`config.mk`:
```
export PLATFORM = sky130hd
export DESIGN_NAME = ttsf_framer
export DESIGN_NICKNAME = d
export VERILOG_FILES = /design/src/verilog/ttsf_pkg.sv /design/src/verilog/ttsf_fifo.sv /design/src/verilog/ttsf_framer.sv
export SDC_FILE = /design/constraint.sdc
export NUM_CORES = 1
export LEC_CHECK = 0
export BUFFER_PORTS_ARGS = -buffer_cell sky130_fd_sc_hd__buf_2
export CORE_UTILIZATION = 45
export DETAILED_ROUTE_END_ITERATION = 8
export PLACE_DENSITY = 0.71
export SYNTH_ARGS = -nofsm -noshare
export SYNTH_HDL_FRONTEND = slang
export SYNTH_SLANG_ARGS = --single-unit
```
`constraint.sdc`:
```
create_clock -name aclk -period 35.6 [get_ports aclk]
set_clock_uncertainty 0.15 [all_clocks]
set_input_delay 7.12 -clock aclk [delete_from_list [all_inputs] [get_ports aclk]]
set_output_delay 7.12 -clock aclk [all_outputs]
set_load 0.005 [all_outputs]
```
`src/verilog/ttsf_pkg.sv`:
```
// Function
// - Table identifier byte is 0xEB
// - Header bit order up to service key
// - Revision: major upper nibble, set 1
// - Instance tag constant, unique per channel
// - Tags preferably follow segment order
// - Content version advances mod 32
// - Current flag always one
// - Section numbers start zero, step one
// - Last-section field holds highest number
// - Service key names the service
// - Split anywhere; shared header fields
// - Concatenated payloads rebuild the instance
// - Instance arrives gzip DEFLATE compressed
// - Gzip header holds filename field
// - Sections go on signaling channel
`default_nettype none
package ttsf_pkg;
	localparam logic [7:0]  TTSF_TABLE_ID       = 8'hEB;
	localparam logic [7:0]  TTSF_MAJOR_VERSION  = 8'h01;
	localparam int          TTSF_HDR_BYTES      = 12;
	localparam logic [11:0] TTSF_HDR_AFTER_LEN  = 12'h007;
	localparam int          TTSF_DEF_MAX_PAY    = 1012;
	localparam int          TTSF_FIFO_DEPTH     = 32;
	// Register byte addresses
	localparam logic [7:0]  TTSF_REG_CTRL       = 8'h00;
	localparam logic [7:0]  TTSF_REG_ID         = 8'h04;
	localparam logic [7:0]  TTSF_REG_INST_LEN   = 8'h08;
	localparam logic [7:0]  TTSF_REG_SECT_LEN   = 8'h0C;
	localparam logic [7:0]  TTSF_REG_STATUS     = 8'h10;
	// Field positions
	localparam int          TTSF_CTRL_START     = 0;
	localparam int          TTSF_CTRL_BUMP      = 1;
	localparam int          TTSF_ST_BUSY        = 0;
	localparam logic [31:0] TTSF_RST_ID         = 32'h0000_0010;
	localparam logic [31:0] TTSF_RST_SECT_LEN   = 32'h0000_03F4;
	localparam logic [1:0]  TTSF_RESP_OKAY      = 2'h0;
	localparam logic [1:0]  TTSF_RESP_SLVERR    = 2'h2;
	typedef struct packed {
		logic [7:0] data;
		logic       last;
	} ttsf_byte_t;
	typedef struct packed {
		logic [3:0]  minor;
		logic [7:0]  tag;
		logic [15:0] service_key;
	} ttsf_id_t;
	typedef enum logic [1:0] {
		TTSF_IDLE = 2'b00,
		TTSF_HDR  = 2'b01,
		TTSF_PAY  = 2'b11
	} ttsf_state_t;
endpackage
`default_nettype wire

```
`src/verilog/ttsf_fifo.sv`:
```
`default_nettype none
module ttsf_fifo #(
	parameter int WIDTH = 9,
	parameter int DEPTH = 32
) (
	// Clock and reset
	input  wire logic             aclk,
	input  wire logic             aresetn,
	// Fill side
	input  wire logic             in_valid,
	output logic                  in_ready,
	input  wire logic [WIDTH-1:0] in_data,
	// Drain side
	output logic                  out_valid,
	input  wire logic             out_ready,
	output logic      [WIDTH-1:0] out_data
);
	localparam int AW = $clog2(DEPTH);
	logic [WIDTH-1:0] mem [DEPTH];
	logic [AW:0]      wr_ptr;
	logic [AW:0]      rd_ptr;
	logic             push;
	logic             pop;
	assign in_ready  = (wr_ptr - rd_ptr) != (AW+1)'(DEPTH);
	assign out_valid = wr_ptr != rd_ptr;
	assign push      = in_valid && in_ready;
	assign pop       = out_valid && out_ready;
	assign out_data  = mem[rd_ptr[AW-1:0]];
	always_ff @(posedge aclk) begin
		if (push)
			mem[wr_ptr[AW-1:0]] <= in_data;
	end
	always_ff @(posedge aclk) begin
		if (!aresetn) begin
			wr_ptr <= '0;
			rd_ptr <= '0;
		end else begin
			if (push)
				wr_ptr <= wr_ptr + 1'b1;
			if (pop)
				rd_ptr <= rd_ptr + 1'b1;
		end
	end
endmodule
`default_nettype wire

```
`src/verilog/ttsf_framer.sv`:
```
`default_nettype none
module ttsf_framer
	import ttsf_pkg::*;
#(
	parameter int MAX_PAY = TTSF_DEF_MAX_PAY
) (
	// Clock and reset
	input  wire logic                aclk,
	input  wire logic                aresetn,
	// AXI4-Lite write address
	input  wire logic [7:0]          s_axi_awaddr,
	input  wire logic                s_axi_awvalid,
	output logic                     s_axi_awready,
	// AXI4-Lite write data
	input  wire logic [31:0]         s_axi_wdata,
	input  wire logic [3:0]          s_axi_wstrb,
	input  wire logic                s_axi_wvalid,
	output logic                     s_axi_wready,
	// AXI4-Lite write response
	output logic      [1:0]          s_axi_bresp,
	output logic                     s_axi_bvalid,
	input  wire logic                s_axi_bready,
	// AXI4-Lite read
	input  wire logic [7:0]          s_axi_araddr,
	input  wire logic                s_axi_arvalid,
	output logic                     s_axi_arready,
	output logic      [31:0]         s_axi_rdata,
	output logic      [1:0]          s_axi_rresp,
	output logic                     s_axi_rvalid,
	input  wire logic                s_axi_rready,
	// Compressed instance bytes in
	input  wire ttsf_pkg::ttsf_byte_t in_byte,
	input  wire logic                in_valid,
	output logic                     in_ready,
	// Section bytes out to signaling channel
	output ttsf_pkg::ttsf_byte_t     out_byte,
	output logic                     out_valid,
	input  wire logic                out_ready
);
	ttsf_state_t state;
	ttsf_id_t    id_cfg;
	logic [15:0] inst_len;
	logic [9:0]  sect_cfg;
	logic [4:0]  content_ver;
	logic [7:0]  sect_num;
	logic [7:0]  last_sect;
	logic [9:0]  pay_len;
	logic [15:0] remaining;
	logic [3:0]  hdr_idx;
	logic [9:0]  pay_idx;
	logic        aw_held;
	logic        w_held;
	logic [7:0]  aw_addr;
	logic [31:0] w_data;
	logic [3:0]  w_strb;
	logic        busy;
	logic        start_req;
	logic [7:0]  hdr_byte;
	logic        pay_take;
	logic        fifo_ready;
	ttsf_byte_t  fifo_in;
	ttsf_byte_t  fifo_out;
	logic        fifo_valid;

	function automatic logic [9:0] ttsf_clip(input logic [15:0] left, input logic [9:0] cap);
		ttsf_clip = (left > {6'h00, cap}) ? cap : left[9:0];
	endfunction

	function automatic logic [7:0] ttsf_last(input logic [15:0] len, input logic [9:0] cap);
		logic [15:0] n;
		n = '0;
		if (len != 16'h0000)
			n = (len - 16'h0001) / {6'h00, cap};
		ttsf_last = n[7:0];
	endfunction

	assign busy = (state != TTSF_IDLE);

	// AXI4-Lite write path: address and data latched in either order
	assign s_axi_awready = !aw_held && !s_axi_bvalid;
	assign s_axi_wready  = !w_held && !s_axi_bvalid;
	always_ff @(posedge aclk) begin
		if (!aresetn) begin
			aw_held <= 1'b0;
			w_held  <= 1'b0;
			aw_addr <= 8'h00;
			w_data  <= 32'h0000_0000;
			w_strb  <= 4'h0;
		end else begin
			if (s_axi_awvalid && s_axi_awready) begin
				aw_held <= 1'b1;
				aw_addr <= s_axi_awaddr;
			end
			if (s_axi_wvalid && s_axi_wready) begin
				w_held <= 1'b1;
				w_data <= s_axi_wdata;
				w_strb <= s_axi_wstrb;
			end
			if (aw_held && w_held) begin
				aw_held <= 1'b0;
				w_held  <= 1'b0;
			end
		end
	end

	always_ff @(posedge aclk) begin
		if (!aresetn) begin
			s_axi_bvalid <= 1'b0;
			s_axi_bresp  <= TTSF_RESP_OKAY;
			id_cfg       <= TTSF_RST_ID[27:0];
			inst_len     <= 16'h0000;
			sect_cfg     <= TTSF_RST_SECT_LEN[9:0];
			start_req    <= 1'b0;
			content_ver  <= 5'h00;
		end else begin
			start_req <= 1'b0;
			if (s_axi_bvalid && s_axi_bready)
				s_axi_bvalid <= 1'b0;
			if (aw_held && w_held) begin
				s_axi_bvalid <= 1'b1;
				s_axi_bresp  <= TTSF_RESP_OKAY;
				case (aw_addr)
					TTSF_REG_CTRL: begin
						if (w_strb[0] && w_data[TTSF_CTRL_START] && !busy)
							start_req <= 1'b1;
						if (w_strb[0] && w_data[TTSF_CTRL_BUMP] && !busy)
							content_ver <= content_ver + 5'h01;
					end
					TTSF_REG_ID: begin
						// software orders the tags
						// Identity fields frozen while a section train runs
						if (busy)
							s_axi_bresp <= TTSF_RESP_SLVERR;
						else
							id_cfg <= w_data[27:0];
					end
					TTSF_REG_INST_LEN: begin
						if (busy)
							s_axi_bresp <= TTSF_RESP_SLVERR;
						else
							inst_len <= w_data[15:0];
					end
					TTSF_REG_SECT_LEN: begin
						if (busy || w_data[9:0] == 10'h000 || w_data[9:0] > 10'(MAX_PAY))
							s_axi_bresp <= TTSF_RESP_SLVERR;
						else
							sect_cfg <= w_data[9:0];
					end
					default:
						s_axi_bresp <= TTSF_RESP_SLVERR;
				endcase
			end
		end
	end

	// AXI4-Lite read path
	assign s_axi_arready = !s_axi_rvalid;
	always_ff @(posedge aclk) begin
		if (!aresetn) begin
			s_axi_rvalid <= 1'b0;
			s_axi_rdata  <= 32'h0000_0000;
			s_axi_rresp  <= TTSF_RESP_OKAY;
		end else begin
			if (s_axi_rvalid && s_axi_rready)
				s_axi_rvalid <= 1'b0;
			if (s_axi_arvalid && s_axi_arready) begin
				s_axi_rvalid <= 1'b1;
				s_axi_rresp  <= TTSF_RESP_OKAY;
				case (s_axi_araddr)
					TTSF_REG_CTRL:     s_axi_rdata <= 32'h0000_0000;
					TTSF_REG_ID:       s_axi_rdata <= {4'h0, id_cfg};
					TTSF_REG_INST_LEN: s_axi_rdata <= {16'h0000, inst_len};
					TTSF_REG_SECT_LEN: s_axi_rdata <= {22'h000000, sect_cfg};
					TTSF_REG_STATUS:
						s_axi_rdata <= {3'h0, content_ver, sect_num, last_sect, 7'h00, busy};
					default: begin
						s_axi_rdata <= 32'h0000_0000;
						s_axi_rresp <= TTSF_RESP_SLVERR;
					end
				endcase
			end
		end
	end

	// Header byte selector
	always_comb begin
		logic [11:0] slen;
		slen = TTSF_HDR_AFTER_LEN + {2'h0, pay_len};
		case (hdr_idx)
			4'h0: hdr_byte = TTSF_TABLE_ID;
			4'h1: hdr_byte = {4'b0111, slen[11:8]};
			4'h2: hdr_byte = slen[7:0];
			4'h3: hdr_byte = {TTSF_MAJOR_VERSION[3:0], id_cfg.minor};
			4'h4: hdr_byte = id_cfg.tag;
			4'h5: hdr_byte = {2'b11, content_ver, 1'b1};
			4'h6: hdr_byte = sect_num;
			4'h7: hdr_byte = last_sect;
			4'h8: hdr_byte = id_cfg.service_key[15:8];
			4'h9: hdr_byte = id_cfg.service_key[7:0];
			default: hdr_byte = 8'h00;
		endcase
	end

	// Payload passes through the FIFO so the downstream can stall the source
	assign pay_take = (state == TTSF_PAY) && fifo_valid;
	assign fifo_in  = in_byte;
	assign in_ready = fifo_ready;

	ttsf_fifo #(
		.WIDTH ($bits(ttsf_byte_t)),
		.DEPTH (TTSF_FIFO_DEPTH)
	) u_fifo (
		.aclk      (aclk),
		.aresetn   (aresetn),
		.in_valid  (in_valid),
		.in_ready  (fifo_ready),
		.in_data   (fifo_in),
		.out_valid (fifo_valid),
		.out_ready (pay_take && (!out_valid || out_ready)),
		.out_data  (fifo_out)
	);

	// Section sequencer
	always_ff @(posedge aclk) begin
		if (!aresetn) begin
			state     <= TTSF_IDLE;
			sect_num  <= 8'h00;
			last_sect <= 8'h00;
			pay_len   <= 10'h000;
			remaining <= 16'h0000;
			hdr_idx   <= 4'h0;
			pay_idx   <= 10'h000;
			out_valid <= 1'b0;
			out_byte  <= '0;
		end else begin
			if (out_valid && out_ready)
				out_valid <= 1'b0;
			case (state)
				TTSF_IDLE: begin
					if (start_req && inst_len != 16'h0000) begin
						sect_num  <= 8'h00;
						last_sect <= ttsf_last(inst_len, sect_cfg);
						remaining <= inst_len;
						pay_len   <= ttsf_clip(inst_len, sect_cfg);
						hdr_idx   <= 4'h0;
						state     <= TTSF_HDR;
					end
				end
				TTSF_HDR: begin
					if (!out_valid || out_ready) begin
						out_valid     <= 1'b1;
						out_byte.data <= hdr_byte;
						out_byte.last <= 1'b0;
						hdr_idx       <= hdr_idx + 4'h1;
						if (hdr_idx == 4'(TTSF_HDR_BYTES - 3)) begin
							pay_idx <= 10'h000;
							state   <= TTSF_PAY;
						end
					end
				end
				TTSF_PAY: begin
					if (pay_take && (!out_valid || out_ready)) begin
						out_valid     <= 1'b1;
						out_byte.data <= fifo_out.data;
						out_byte.last <= (pay_idx == pay_len - 10'h001);
						pay_idx       <= pay_idx + 10'h001;
						if (pay_idx == pay_len - 10'h001) begin
							remaining <= remaining - {6'h00, pay_len};
							hdr_idx   <= 4'h0;
							if (sect_num == last_sect) begin
								state <= TTSF_IDLE;
							end else begin
								sect_num <= sect_num + 8'h01;
								pay_len  <= ttsf_clip(remaining - {6'h00, pay_len}, sect_cfg);
								state    <= TTSF_HDR;
							end
						end
					end
				end
				default:
					state <= TTSF_IDLE;
			endcase
		end
	end
endmodule
`default_nettype wire

```
==> results.rst, run 1 <==
.. list-table::
   :header-rows: 1

   * - Metric
     - Value
   * - Status
     - finished, final reports clean
   * - Number of global-route vias before repair
     - 20800
   * - Number of buffers inserted for hold repair after clock tree synthesis
     - 0
   * - Placed cell count
     - 3427
   * - Area added between synthesis and finish
     - 10.4%
   * - Final Routed Wirelength
     - 76700 um
   * - Initial antenna violation count
     - 1
   * - Core Region
     - 59000 sq um
   * - Largest fanout on the critical path
     - 14
   * - Largest delay contributor family on the critical path
     - compound AO/OA/AOI/OAI gates
   * - Count of distinct cell types in the synthesized netlist
     - 95
   * - Maximum number of pins on one net before global-route repair
     - 119
   * - Peak per-stage delay on the critical path
     - 0.57 ns
   * - H-tree depth reported by CTS
     - 2
   * - Number of buffers created by CTS
     - 46
   * - Post-Syn Area
     - 26900 sq um
   * - Total die area
     - 60700 sq um
   * - Detail-routed net length per standard cell
     - 21.8 um
   * - Number of buffer and inverter stages on the critical path
     - 7
   * - Diode insertion count for antenna repair
     - 0
   * - Headroom to the max-slew limit
     - 20.9%
   * - Leakage power summed over all cells
     - 10.8 nW
   * - Area of all placed cells without fillers
     - 29700 sq um
   * - Count of nets after finishing
     - 2946
   * - Mean post-synth cell area
     - 10.1 sq um
   * - Area post-placement
     - 28100 sq um
   * - Worst Max-Slew Pin Slew
     - 1.18 ns
   * - Final hold vios
     - 0
   * - First-pass GRT wire length
     - 118000 um
   * - I/O pin count
     - 122
   * - Number of buffers added on ports
     - 108
   * - Final Wtd Congestion
     - 0.945
   * - Cell chosen for the clock root
     - sky130_fd_sc_hd__clkbuf_16
   * - Clock tree from TritonCTS
     - yes
   * - Latest clock arrival within the worst-skew pair
     - 0.58 ns
   * - Syn Inst Count
     - 2656
   * - Highest clock frequency the design can meet
     - 30.4 MHz
   * - Number of warnings reported in the yosys synthesis log
     - 0
   * - Count of clock tree sinks
     - 473
   * - Initial DRT Pass Iterations
     - 8
   * - Effective utilization at floorplan
     - 45.6%
   * - Grt ovf
     - 0
   * - Required time of the critical path
     - 35.90 ns
   * - Share of cells above drive strength 1
     - 13.7%
   * - Half-perimeter wire length of the detailed placement result
     - 54700 um
   * - Final setup violating endpoints
     - 0
   * - Count of final max-slew check failures
     - 0
   * - Minimum setup slack in the final design
     - 2.71 ns
   * - Main flop type after synthesis
     - sky130_fd_sc_hd__edfxtp_1
   * - Critical path class
     - register to register
   * - Power density of the placed cells
     - 42.6 nW/um^2
   * - Vias per std cell
     - 6.15
   * - Final worst-path cycle share
     - 92.4%
   * - Final Non-Filler Cells
     - 3520
   * - Worst slack at placement
     - 2.48 ns
   * - Leading cell types in the layout, fill and taps excluded
     - 325 x sky130_fd_sc_hd__nand2_1, 273 x sky130_fd_sc_hd__nor2_1, 256 x sky130_fd_sc_hd__edfxtp_1
   * - CTS max path bufs
     - 3
   * - # Max-Cap Violations
     - 0
   * - Vias after detailed routing
     - 21700
   * - Total of flip-flops plus latches after synthesis
     - 473
   * - Antenna Nets Post-Route
     - 0
   * - CTS clock-pin slew for the worst setup and hold paths
     - 0.06 ns
   * - Async set or reset register ratio after synthesis
     - 0%
   * - Kind of capture point of the worst setup path
     - register
   * - Shortest period the worst path allows
     - 32.89 ns
   * - Worst path arrival time
     - 33.19 ns
   * - Leading cell type in the layout, fill and taps excluded
     - sky130_fd_sc_hd__nand2_1
   * - Peak supply drop
     - 0.0000430 V
   * - Portion of the post-synthesis area used by sequential elements
     - 44.7%
   * - Kind of launch point of the worst setup path
     - register
   * - First-iteration detailed-routing DRC count
     - 2264
   * - Total GRT Usage
     - 25.1%
   * - Final sum of negative setup slack
     - 0 ns
   * - EDFF count, synth
     - 256
   * - Number of design rule violations left after detail routing
     - 0
   * - Class of the tightest hold or removal check
     - register to register
   * - Row count
     - 89
   * - RSZ-0062 raised after global routing
     - false
   * - Slowest stage cell on the critical path
     - sky130_fd_sc_hd__or4_1
   * - Vertical die dimension
     - 246 um
   * - Die width
     - 246 um
## cell usage after synthesis, types with 20 or more instances
library cell               count  area (sq um)
sky130_fd_sc_hd__a211oi_1     20           150
sky130_fd_sc_hd__a21o_1       27           203
sky130_fd_sc_hd__a21oi_1     227          1140
sky130_fd_sc_hd__a221oi_1     22           193
sky130_fd_sc_hd__a22oi_1      36           270
sky130_fd_sc_hd__and2_1       21           131
sky130_fd_sc_hd__clkbuf_1    109           409
sky130_fd_sc_hd__dfxtp_1     217          4340
sky130_fd_sc_hd__edfxtp_1    256          7690
sky130_fd_sc_hd__ha_1        166          2080
sky130_fd_sc_hd__inv_1        79           297
sky130_fd_sc_hd__mux2_2       33           372
sky130_fd_sc_hd__mux2i_1      32           320
sky130_fd_sc_hd__mux4_2       80          1800
sky130_fd_sc_hd__nand2_1     325          1220
sky130_fd_sc_hd__nand2b_1     24           150
sky130_fd_sc_hd__nand3_1      49           245
sky130_fd_sc_hd__nand4_1      26           163
sky130_fd_sc_hd__nor2_1      273          1020
sky130_fd_sc_hd__nor2b_1      26           163
sky130_fd_sc_hd__nor3_1       62           310
sky130_fd_sc_hd__o211ai_1     24           180
sky130_fd_sc_hd__o21a_1       48           360
sky130_fd_sc_hd__o21ai_0      82           410
sky130_fd_sc_hd__or3_1        23           144
sky130_fd_sc_hd__xnor2_1      69           604
sky130_fd_sc_hd__xor2_1       52           455
## metal layers
layer	vias to the layer above	track usage, %	wire, um
met4	2	10.9	3410
met5	-	0	13
met3	189	3.58	6270
li1	9918	-	-
met2	1019	40.2	35300
met1	10500	33.7	31700
## state kept, by name, summed over array words and instances, names as in the netlist, 2 cells and up, named ones only
signal,flops
sect_num,8
content_ver,5
remaining,16
pay_len,10
last_sect,8
id_cfg,28
aw_addr,8
s_axi_rdata,29
pay_idx,10
inst_len,16
u_fifo.wr_ptr,6
u_fifo.rd_ptr,6
hdr_idx,4
out_byte,9
state,2
sect_cfg,10
u_fifo.mem,256
w_data,28
## repair_timing
item / in CTS / in global routing
gates resized for setup: 0 / 2
setup buffers: 0 / 7
endpoints found under the setup margin: 0 / 1
## where the power goes
group	internal, mW	switching [mW]	total [mW]
Combinational	0.0734	0.103	0.177
Clock	0.291	0.212	0.502
Sequential	0.581	0.00579	0.587
Total	0.945	0.321	1.27
## cell families after synthesis
kind of cell | after synthesis | synth area share [%]
compound gates | 611 | 14.8
xor+xnor | 121 | 3.94
fa+ha+maj | 167 | 7.80
buf+inv | 215 | 3.15
flops | 473 | 44.7
mux | 160 | 10.0
other cells | 1 | 0.0139
simple gates | 908 | 15.5
## path summary, 6_finish.rpt
| check | from | end | slack (ns) | depth (start not counted) |
|---|---|---|---|---|
| min reg2reg | w_data[16]$_SDFFE_PN0P_ | w_data[16]$_SDFFE_PN0P_ | 0.31 | 2 |
| max | inst_len[4]$_SDFFE_PN0P_ | last_sect[0]$_SDFFE_PN0P_ | 2.71 | 139 |
| max reg2reg | inst_len[4]$_SDFFE_PN0P_ | last_sect[0]$_SDFFE_PN0P_ | 2.71 | 139 |
| min | w_data[16]$_SDFFE_PN0P_ | w_data[16]$_SDFFE_PN0P_ | 0.31 | 2 |
## tightest hold or removal path, stage by stage (launching register included)
cell and delay (ns):
sky130_fd_sc_hd__dfxtp_1 0.31, sky130_fd_sc_hd__nand2_1 0.05, sky130_fd_sc_hd__a21oi_1 0.06
## metrics by stage
| step | utilization [%] | power [mW] | hold WS (ns) |
|---|---|---|---|
| after floorplan | - | 0.729 | 0.281 |
| after global placement | 47.6 | 0.763 | 0.290 |
| after detailed placement | 47.6 | 0.770 | 0.299 |
| after CTS | 50.2 | 1.27 | 0.309 |
| after global routing | 50.3 | 1.31 | 0.324 |
| final | 50.3 | 1.27 | 0.309 |
## cell type report
type,count,area (sq um)
Clock buffer,65,1280
Clock inverter,21,277
Fill cell,5190,29300
Inverter,80,305
Multi-Input combinational cell,1972,14100
Sequential cell,473,12000
Tap cell,773,967
Timing Repair Buffer,136,763
(Power assumes the default switching activity.)
==> inputs of run 2 (changes only) <==
GPL_ROUTABILITY_DRIVEN = 1   (was default)
PLACE_DENSITY = default   (was 0.71)
PLACE_DENSITY_LB_ADDON = 0.1   (was default)
==> results.rst, run 2 (same netlist as run 1, synthesis figures left out) <==
.. list-table::
   :header-rows: 1

   * - Metric
     - Value
   * - Status
     - finished, final reports clean
   * - I/O pin count
     - 122
   * - Combinational cell fraction of total power
     - 13.8%
   * - Switch share
     - 25.8%
   * - Die width
     - 246 um
   * - Fillers
     - 5340
   * - Fraction of power consumed by the clock network
     - 41.2%
   * - Reported net switching power
     - 0.336 mW
   * - Count of final max-slew check failures
     - 0
   * - Worst setup path startpoint
     - inst_len[0]$_SDFFE_PN0P_
   * - Class of the tightest hold or removal check
     - register to register
   * - Peak per-stage delay on the critical path
     - 0.58 ns
   * - Initial DRT Pass Iterations
     - 6
   * - Total GRT Usage
     - 26.0%
   * - CTS max path bufs
     - 3
   * - Number of buffers added on ports
     - 108
   * - H-tree depth reported by CTS
     - 2
   * - CTS clock-pin slew for the worst setup and hold paths
     - 0.06 ns
   * - Kind of launch point of the worst setup path
     - register
   * - Leading cell type in the layout, fill and taps excluded
     - sky130_fd_sc_hd__nand2_1
   * - Vias after detailed routing
     - 21100
   * - Latest clock arrival within the worst-skew pair
     - 0.60 ns
   * - Worst path arrival time
     - 33.37 ns
   * - Number of design rule violations left after detail routing
     - 0
   * - First-pass GRT wire length
     - 120000 um
   * - # Max-Cap Violations
     - 0
   * - Detail-routed net length per standard cell
     - 22.4 um
   * - Peak supply drop
     - 0.0000378 V
   * - Area added between synthesis and finish
     - 11.1%
   * - Maximum number of pins on one net before global-route repair
     - 101
   * - Initial antenna violation count
     - 2
   * - Max FFs per register
     - 256
   * - Leading cell types in the layout, fill and taps excluded
     - 325 x sky130_fd_sc_hd__nand2_1, 273 x sky130_fd_sc_hd__nor2_1, 256 x sky130_fd_sc_hd__edfxtp_1
   * - Antenna Nets Post-Route
     - 0
   * - Part of the total power dissipated in sequential elements
     - 45.0%
   * - Effective utilization at floorplan
     - 45.6%
   * - Half-perimeter wire length of the detailed placement result
     - 57200 um
   * - Overall power consumption
     - 1.30 mW
   * - Final Routed Wirelength
     - 79300 um
   * - Start point of the worst hold path
     - aw_addr[5]$_SDFFE_PN0P_
   * - Critical path class
     - register to register
   * - Count of clock tree sinks
     - 473
   * - Cell mode on critical path
     - sky130_fd_sc_hd__ha_1
   * - Grt ovf
     - 0
   * - Row count
     - 89
   * - Clock tree from TritonCTS
     - yes
   * - Total die area
     - 60700 sq um
   * - Vias per std cell
     - 5.96
   * - Leakage power summed over all cells
     - 10.9 nW
   * - Total internal power
     - 0.968 mW
   * - Worst Max-Slew Pin Slew
     - 1.22 ns
   * - Core Region
     - 59000 sq um
   * - Final setup violating endpoints
     - 0
   * - Number of buffers created by CTS
     - 51
   * - Largest fanout on the critical path
     - 14
   * - Final worst-path cycle share
     - 92.8%
   * - Kind of capture point of the worst setup path
     - register
   * - First-iteration detailed-routing DRC count
     - 1688
   * - Slowest stage cell on the critical path
     - sky130_fd_sc_hd__or4_1
   * - Highest clock frequency the design can meet
     - 30.3 MHz
   * - Count of nets after finishing
     - 2958
   * - Worst flop-to-flop path startpoint
     - inst_len[0]$_SDFFE_PN0P_
   * - Number of buffers inserted for hold repair after clock tree synthesis
     - 0
   * - Final hold vios
     - 0
   * - Headroom to the max-slew limit
     - 18.0%
   * - Required time of the critical path
     - 35.94 ns
   * - Final sum of negative setup slack
     - 0 ns
   * - Power density of the placed cells
     - 43.6 nW/um^2
   * - RSZ-0062 raised after global routing
     - false
   * - Number of global-route vias before repair
     - 20000
   * - Cell chosen for the clock root
     - sky130_fd_sc_hd__clkbuf_16
   * - Share of cells above drive strength 1
     - 14.1%
   * - Final Wtd Congestion
     - 0.911
   * - Vertical die dimension
     - 246 um
   * - Shortest period the worst path allows
     - 33.03 ns
[run 2: changes by cell type in the layout (fill, tap and decap cells not counted), moves of 4 or more]
cell / delta
sky130_fd_sc_hd__clkbuf_16: +6
sky130_fd_sc_hd__buf_4: +7
sky130_fd_sc_hd__clkinv_1: +5
sky130_fd_sc_hd__clkbuf_1: -4
[run 2: layer usage]
| layer | share of wire (%) | track usage (%) |
|---|---|---|
| met1 | 45 | 36.8 |
| met3 | 6.9 | 4.58 |
| met5 | 0.013 | 0 |
| met4 | 2.4 | 7.24 |
| met2 | 46 | 40.8 |
[run 2: through the flow]
stage	cell area, sq um	cells	hold slack (ns)	utilization, %	setup slack, ns
final	29900	3535	0.299	50.6	2.57
after global routing	29900	3534	0.320	50.6	0.323
after CTS	29800	3527	0.303	50.5	2.05
after detailed placement	28100	3434	0.295	47.6	2.16
after global placement	28100	3434	0.291	47.6	2.68
after floorplan	26900	2660	0.281	-	6.39
[run 2: final cells by class]
| cell class | count | area (sq um) | share of cell area [%] |
|---|---|---|---|
| Antenna cell | 1 | 2.50 | 0.00837 |
| Multi-Input combinational cell | 1972 | 14100 | 47.0 |
| Tap cell | 773 | 967 | 3.24 |
| Inverter | 80 | 305 | 1.02 |
| Sequential cell | 473 | 12000 | 40.3 |
| Clock buffer | 65 | 1390 | 4.65 |
| Clock inverter | 28 | 305 | 1.02 |
| Timing Repair Buffer | 143 | 816 | 2.73 |
[run 2: worst paths after layout]
| check | end | slack, ns | depth (start not counted) |
|---|---|---|---|
| max | last_sect[0]$_SDFFE_PN0P_ | 2.57 | 138 |
| min | aw_addr[5]$_SDFFE_PN0P_ | 0.30 | 2 |
| max reg2reg | last_sect[0]$_SDFFE_PN0P_ | 2.57 | 138 |
| min reg2reg | aw_addr[5]$_SDFFE_PN0P_ | 0.30 | 2 |
[run 2: power by group through the flow]
stage          Combinational (mW)  Sequential [mW]  Clock, mW
6_report                    0.180            0.587      0.537
5_1_grt                     0.201            0.588      0.567
4_1_cts                     0.177            0.587      0.546
3_5_place_dp                0.177            0.599          0
3_3_place_gp                0.171            0.598          0
2_1_floorplan               0.133            0.596          0
[run 2: worst max-delay path, delay by kind of cell, from the launching register on]
kind	cells	cell delay, ns
adder cells (fa/ha/maj)	16	4.96
AND/OR/NAND/NOR	40	8.52
flip-flops	1	0.53
AO/OA/AOI/OAI	67	14.45
buffers and inverters	7	1.32
multiplexers	8	2.99
[run 2: repair_timing]
action / in CTS / in global routing
hold endpoints to repair: 0 / 0
resized for setup: 0 / 1
buffers inserted: 0 / 7
endpoints found under the setup margin: 0 / 1
==> inputs of run 3 (changes only) <==
PLACE_DENSITY_LB_ADDON = 0.05   (was 0.1)
==> results.rst, run 3 (same netlist as run 1, synthesis figures left out) <==
.. list-table::
   :header-rows: 1

   * - Metric
     - Value
   * - Status
     - finished, final reports clean
   * - # Max-Cap Violations
     - 0
   * - First-pass GRT wire length
     - 116000 um
   * - Share of cells above drive strength 1
     - 13.8%
   * - Clock tree from TritonCTS
     - yes
   * - Final hold vios
     - 0
   * - Power density of the placed cells
     - 43.7 nW/um^2
   * - H-tree depth reported by CTS
     - 2
   * - Slowest stage cell on the critical path
     - sky130_fd_sc_hd__or4_1
   * - Leakage power summed over all cells
     - 10.8 nW
   * - Final Routed Wirelength
     - 75700 um
   * - Maximum number of pins on one net before global-route repair
     - 109
   * - Antenna Nets Post-Route
     - 0
   * - Peak per-stage delay on the critical path
     - 0.58 ns
   * - Final worst-path cycle share
     - 93.0%
   * - Routed met2 length
     - 35800 um
   * - Count of nets after finishing
     - 2946
   * - First-iteration detailed-routing DRC count
     - 1383
   * - Leading cell types in the layout, fill and taps excluded
     - 325 x sky130_fd_sc_hd__nand2_1, 273 x sky130_fd_sc_hd__nor2_1, 256 x sky130_fd_sc_hd__edfxtp_1
   * - Highest clock frequency the design can meet
     - 30.2 MHz
   * - Row count
     - 89
   * - RSZ-0062 raised after global routing
     - false
   * - CTS-repair resized insts
     - 0
   * - Largest fanout on the critical path
     - 18
   * - Number of global-route vias before repair
     - 19800
   * - Length in cells of the worst reg-to-reg path
     - 137
   * - Latest clock arrival within the worst-skew pair
     - 0.61 ns
   * - Critical path class
     - register to register
   * - Headroom to the max-slew limit
     - 16.4%
   * - Required time of the critical path
     - 35.90 ns
   * - Number of buffers inserted for hold repair after clock tree synthesis
     - 0
   * - Cell mode on critical path
     - sky130_fd_sc_hd__ha_1
   * - Half-perimeter wire length of the detailed placement result
     - 54000 um
   * - Die width
     - 246 um
   * - Post-CTS setup buffers
     - 0
   * - CTS clock-pin slew for the worst setup and hold paths
     - 0.06 ns
   * - Fillers
     - 5332
   * - I/O pin count
     - 122
   * - Effective utilization at floorplan
     - 45.6%
   * - Total GRT Usage
     - 24.8%
   * - Class of the tightest hold or removal check
     - register to register
   * - Leading cell type in the layout, fill and taps excluded
     - sky130_fd_sc_hd__nand2_1
   * - Kind of launch point of the worst setup path
     - register
   * - Number of buffers added on ports
     - 108
   * - Detail-routed net length per standard cell
     - 21.5 um
   * - Max FFs per register
     - 256
   * - Peak supply drop
     - 0.0000498 V
   * - Number of buffers created by CTS
     - 51
   * - Area added between synthesis and finish
     - 10.9%
   * - Worst Max-Slew Pin Slew
     - 1.25 ns
   * - Initial antenna violation count
     - 0
   * - Grt ovf
     - 0
   * - Placed cell count
     - 3429
   * - Post-Route M1 WL
     - 34600 um
   * - Final Non-Filler Cells
     - 3525
   * - Count of final max-slew check failures
     - 0
   * - Final sum of negative setup slack
     - 0 ns
   * - Vias after detailed routing
     - 20700
   * - Total die area
     - 60700 sq um
   * - Final Wtd Congestion
     - 0.870
   * - Kind of capture point of the worst setup path
     - register
   * - Highest signal layer in the routed design
     - met4
   * - Met3 routed WL
     - 3210 um
   * - Worst path arrival time
     - 33.40 ns
   * - CTS max path bufs
     - 3
   * - Core Region
     - 59000 sq um
   * - Cell chosen for the clock root
     - sky130_fd_sc_hd__clkbuf_16
   * - Vertical die dimension
     - 246 um
   * - Worst hold path cell count
     - 2
   * - Final setup violating endpoints
     - 0
   * - Number of design rule violations left after detail routing
     - 0
   * - Shortest period the worst path allows
     - 33.10 ns
   * - Diode insertion count for antenna repair
     - 0
   * - Initial DRT Pass Iterations
     - 6
   * - Count of clock tree sinks
     - 473
   * - Vias per std cell
     - 5.87
==> run 3: cell count changes in the layout (fill, tap and decap cells not counted), moves of 3 or more <==
cell                         change
sky130_fd_sc_hd__clkinv_2        -5
sky130_fd_sc_hd__clkinvlp_4      +5
sky130_fd_sc_hd__buf_4          -11
sky130_fd_sc_hd__clkbuf_1        -3
sky130_fd_sc_hd__clkbuf_8        +4
sky130_fd_sc_hd__clkinv_1        +4
==> run 3: final timing paths <==
| check | from | end | slack, ns |
|---|---|---|---|
| worst max register to register | inst_len[0]$_SDFFE_PN0P_ | last_sect[0]$_SDFFE_PN0P_ | 2.50 |
| worst min register to register | out_byte[0]$_SDFFE_PN0P_ | out_byte[0]$_SDFFE_PN0P_ | 0.30 |
| worst min-delay path | out_byte[0]$_SDFFE_PN0P_ | out_byte[0]$_SDFFE_PN0P_ | 0.30 |
| worst max-delay path | inst_len[0]$_SDFFE_PN0P_ | last_sect[0]$_SDFFE_PN0P_ | 2.50 |
==> run 3: stage by stage <==
stage / setup slack, ns / cell area, sq um / utilization [%] / hold slack (ns) / power (mW)
final: 2.50 / 29800 / 50.5 / 0.303 / 1.30
after global routing: 0.0680 / 29800 / 50.5 / 0.320 / 1.36
after CTS: 2.52 / 29800 / 50.5 / 0.304 / 1.31
after detailed placement: 2.62 / 28100 / 47.6 / 0.296 / 0.772
after global placement: 3.13 / 28100 / 47.6 / 0.288 / 0.766
after floorplan: 6.39 / 26900 / - / 0.281 / 0.729
==> run 3: power by group <==
part | leakage (nW) | internal (mW) | switching, mW
Clock | 0.829 | 0.315 | 0.227
Sequential | 4.06 | 0.581 | 0.00626
Combinational | 5.93 | 0.0716 | 0.102
==> run 3: area by class of cell <==
| type | count | area, sq um | area share, % |
|---|---|---|---|
| Sequential cell | 473 | 12000 | 40.4 |
| Inverter | 80 | 305 | 1.02 |
| Multi-Input combinational cell | 1972 | 14100 | 47.2 |
| Tap cell | 773 | 967 | 3.24 |
| Clock buffer | 66 | 1430 | 4.81 |
| Clock inverter | 30 | 297 | 0.994 |
| Timing Repair Buffer | 131 | 713 | 2.39 |
==> run 3: layer usage <==
| layer | vias up | track usage [%] |
|---|---|---|
| met5 | - | 0 |
| met4 | 0 | 7.10 |
| met3 | 107 | 2.90 |
| met2 | 510 | 40.8 |
| met1 | 10100 | 34.2 |
| li1 | 9959 | - |
==> run 3: critical path, delay by kind of cell (launching register included) <==
family | cells | cell delay (ns)
AND/OR/NAND/NOR | 38 | 7.91
AO/OA/AOI/OAI | 68 | 15.00
flip-flops | 1 | 0.53
multiplexers | 8 | 3.01
adder cells (fa/ha/maj) | 16 | 4.88
buffers and inverters | 7 | 1.35
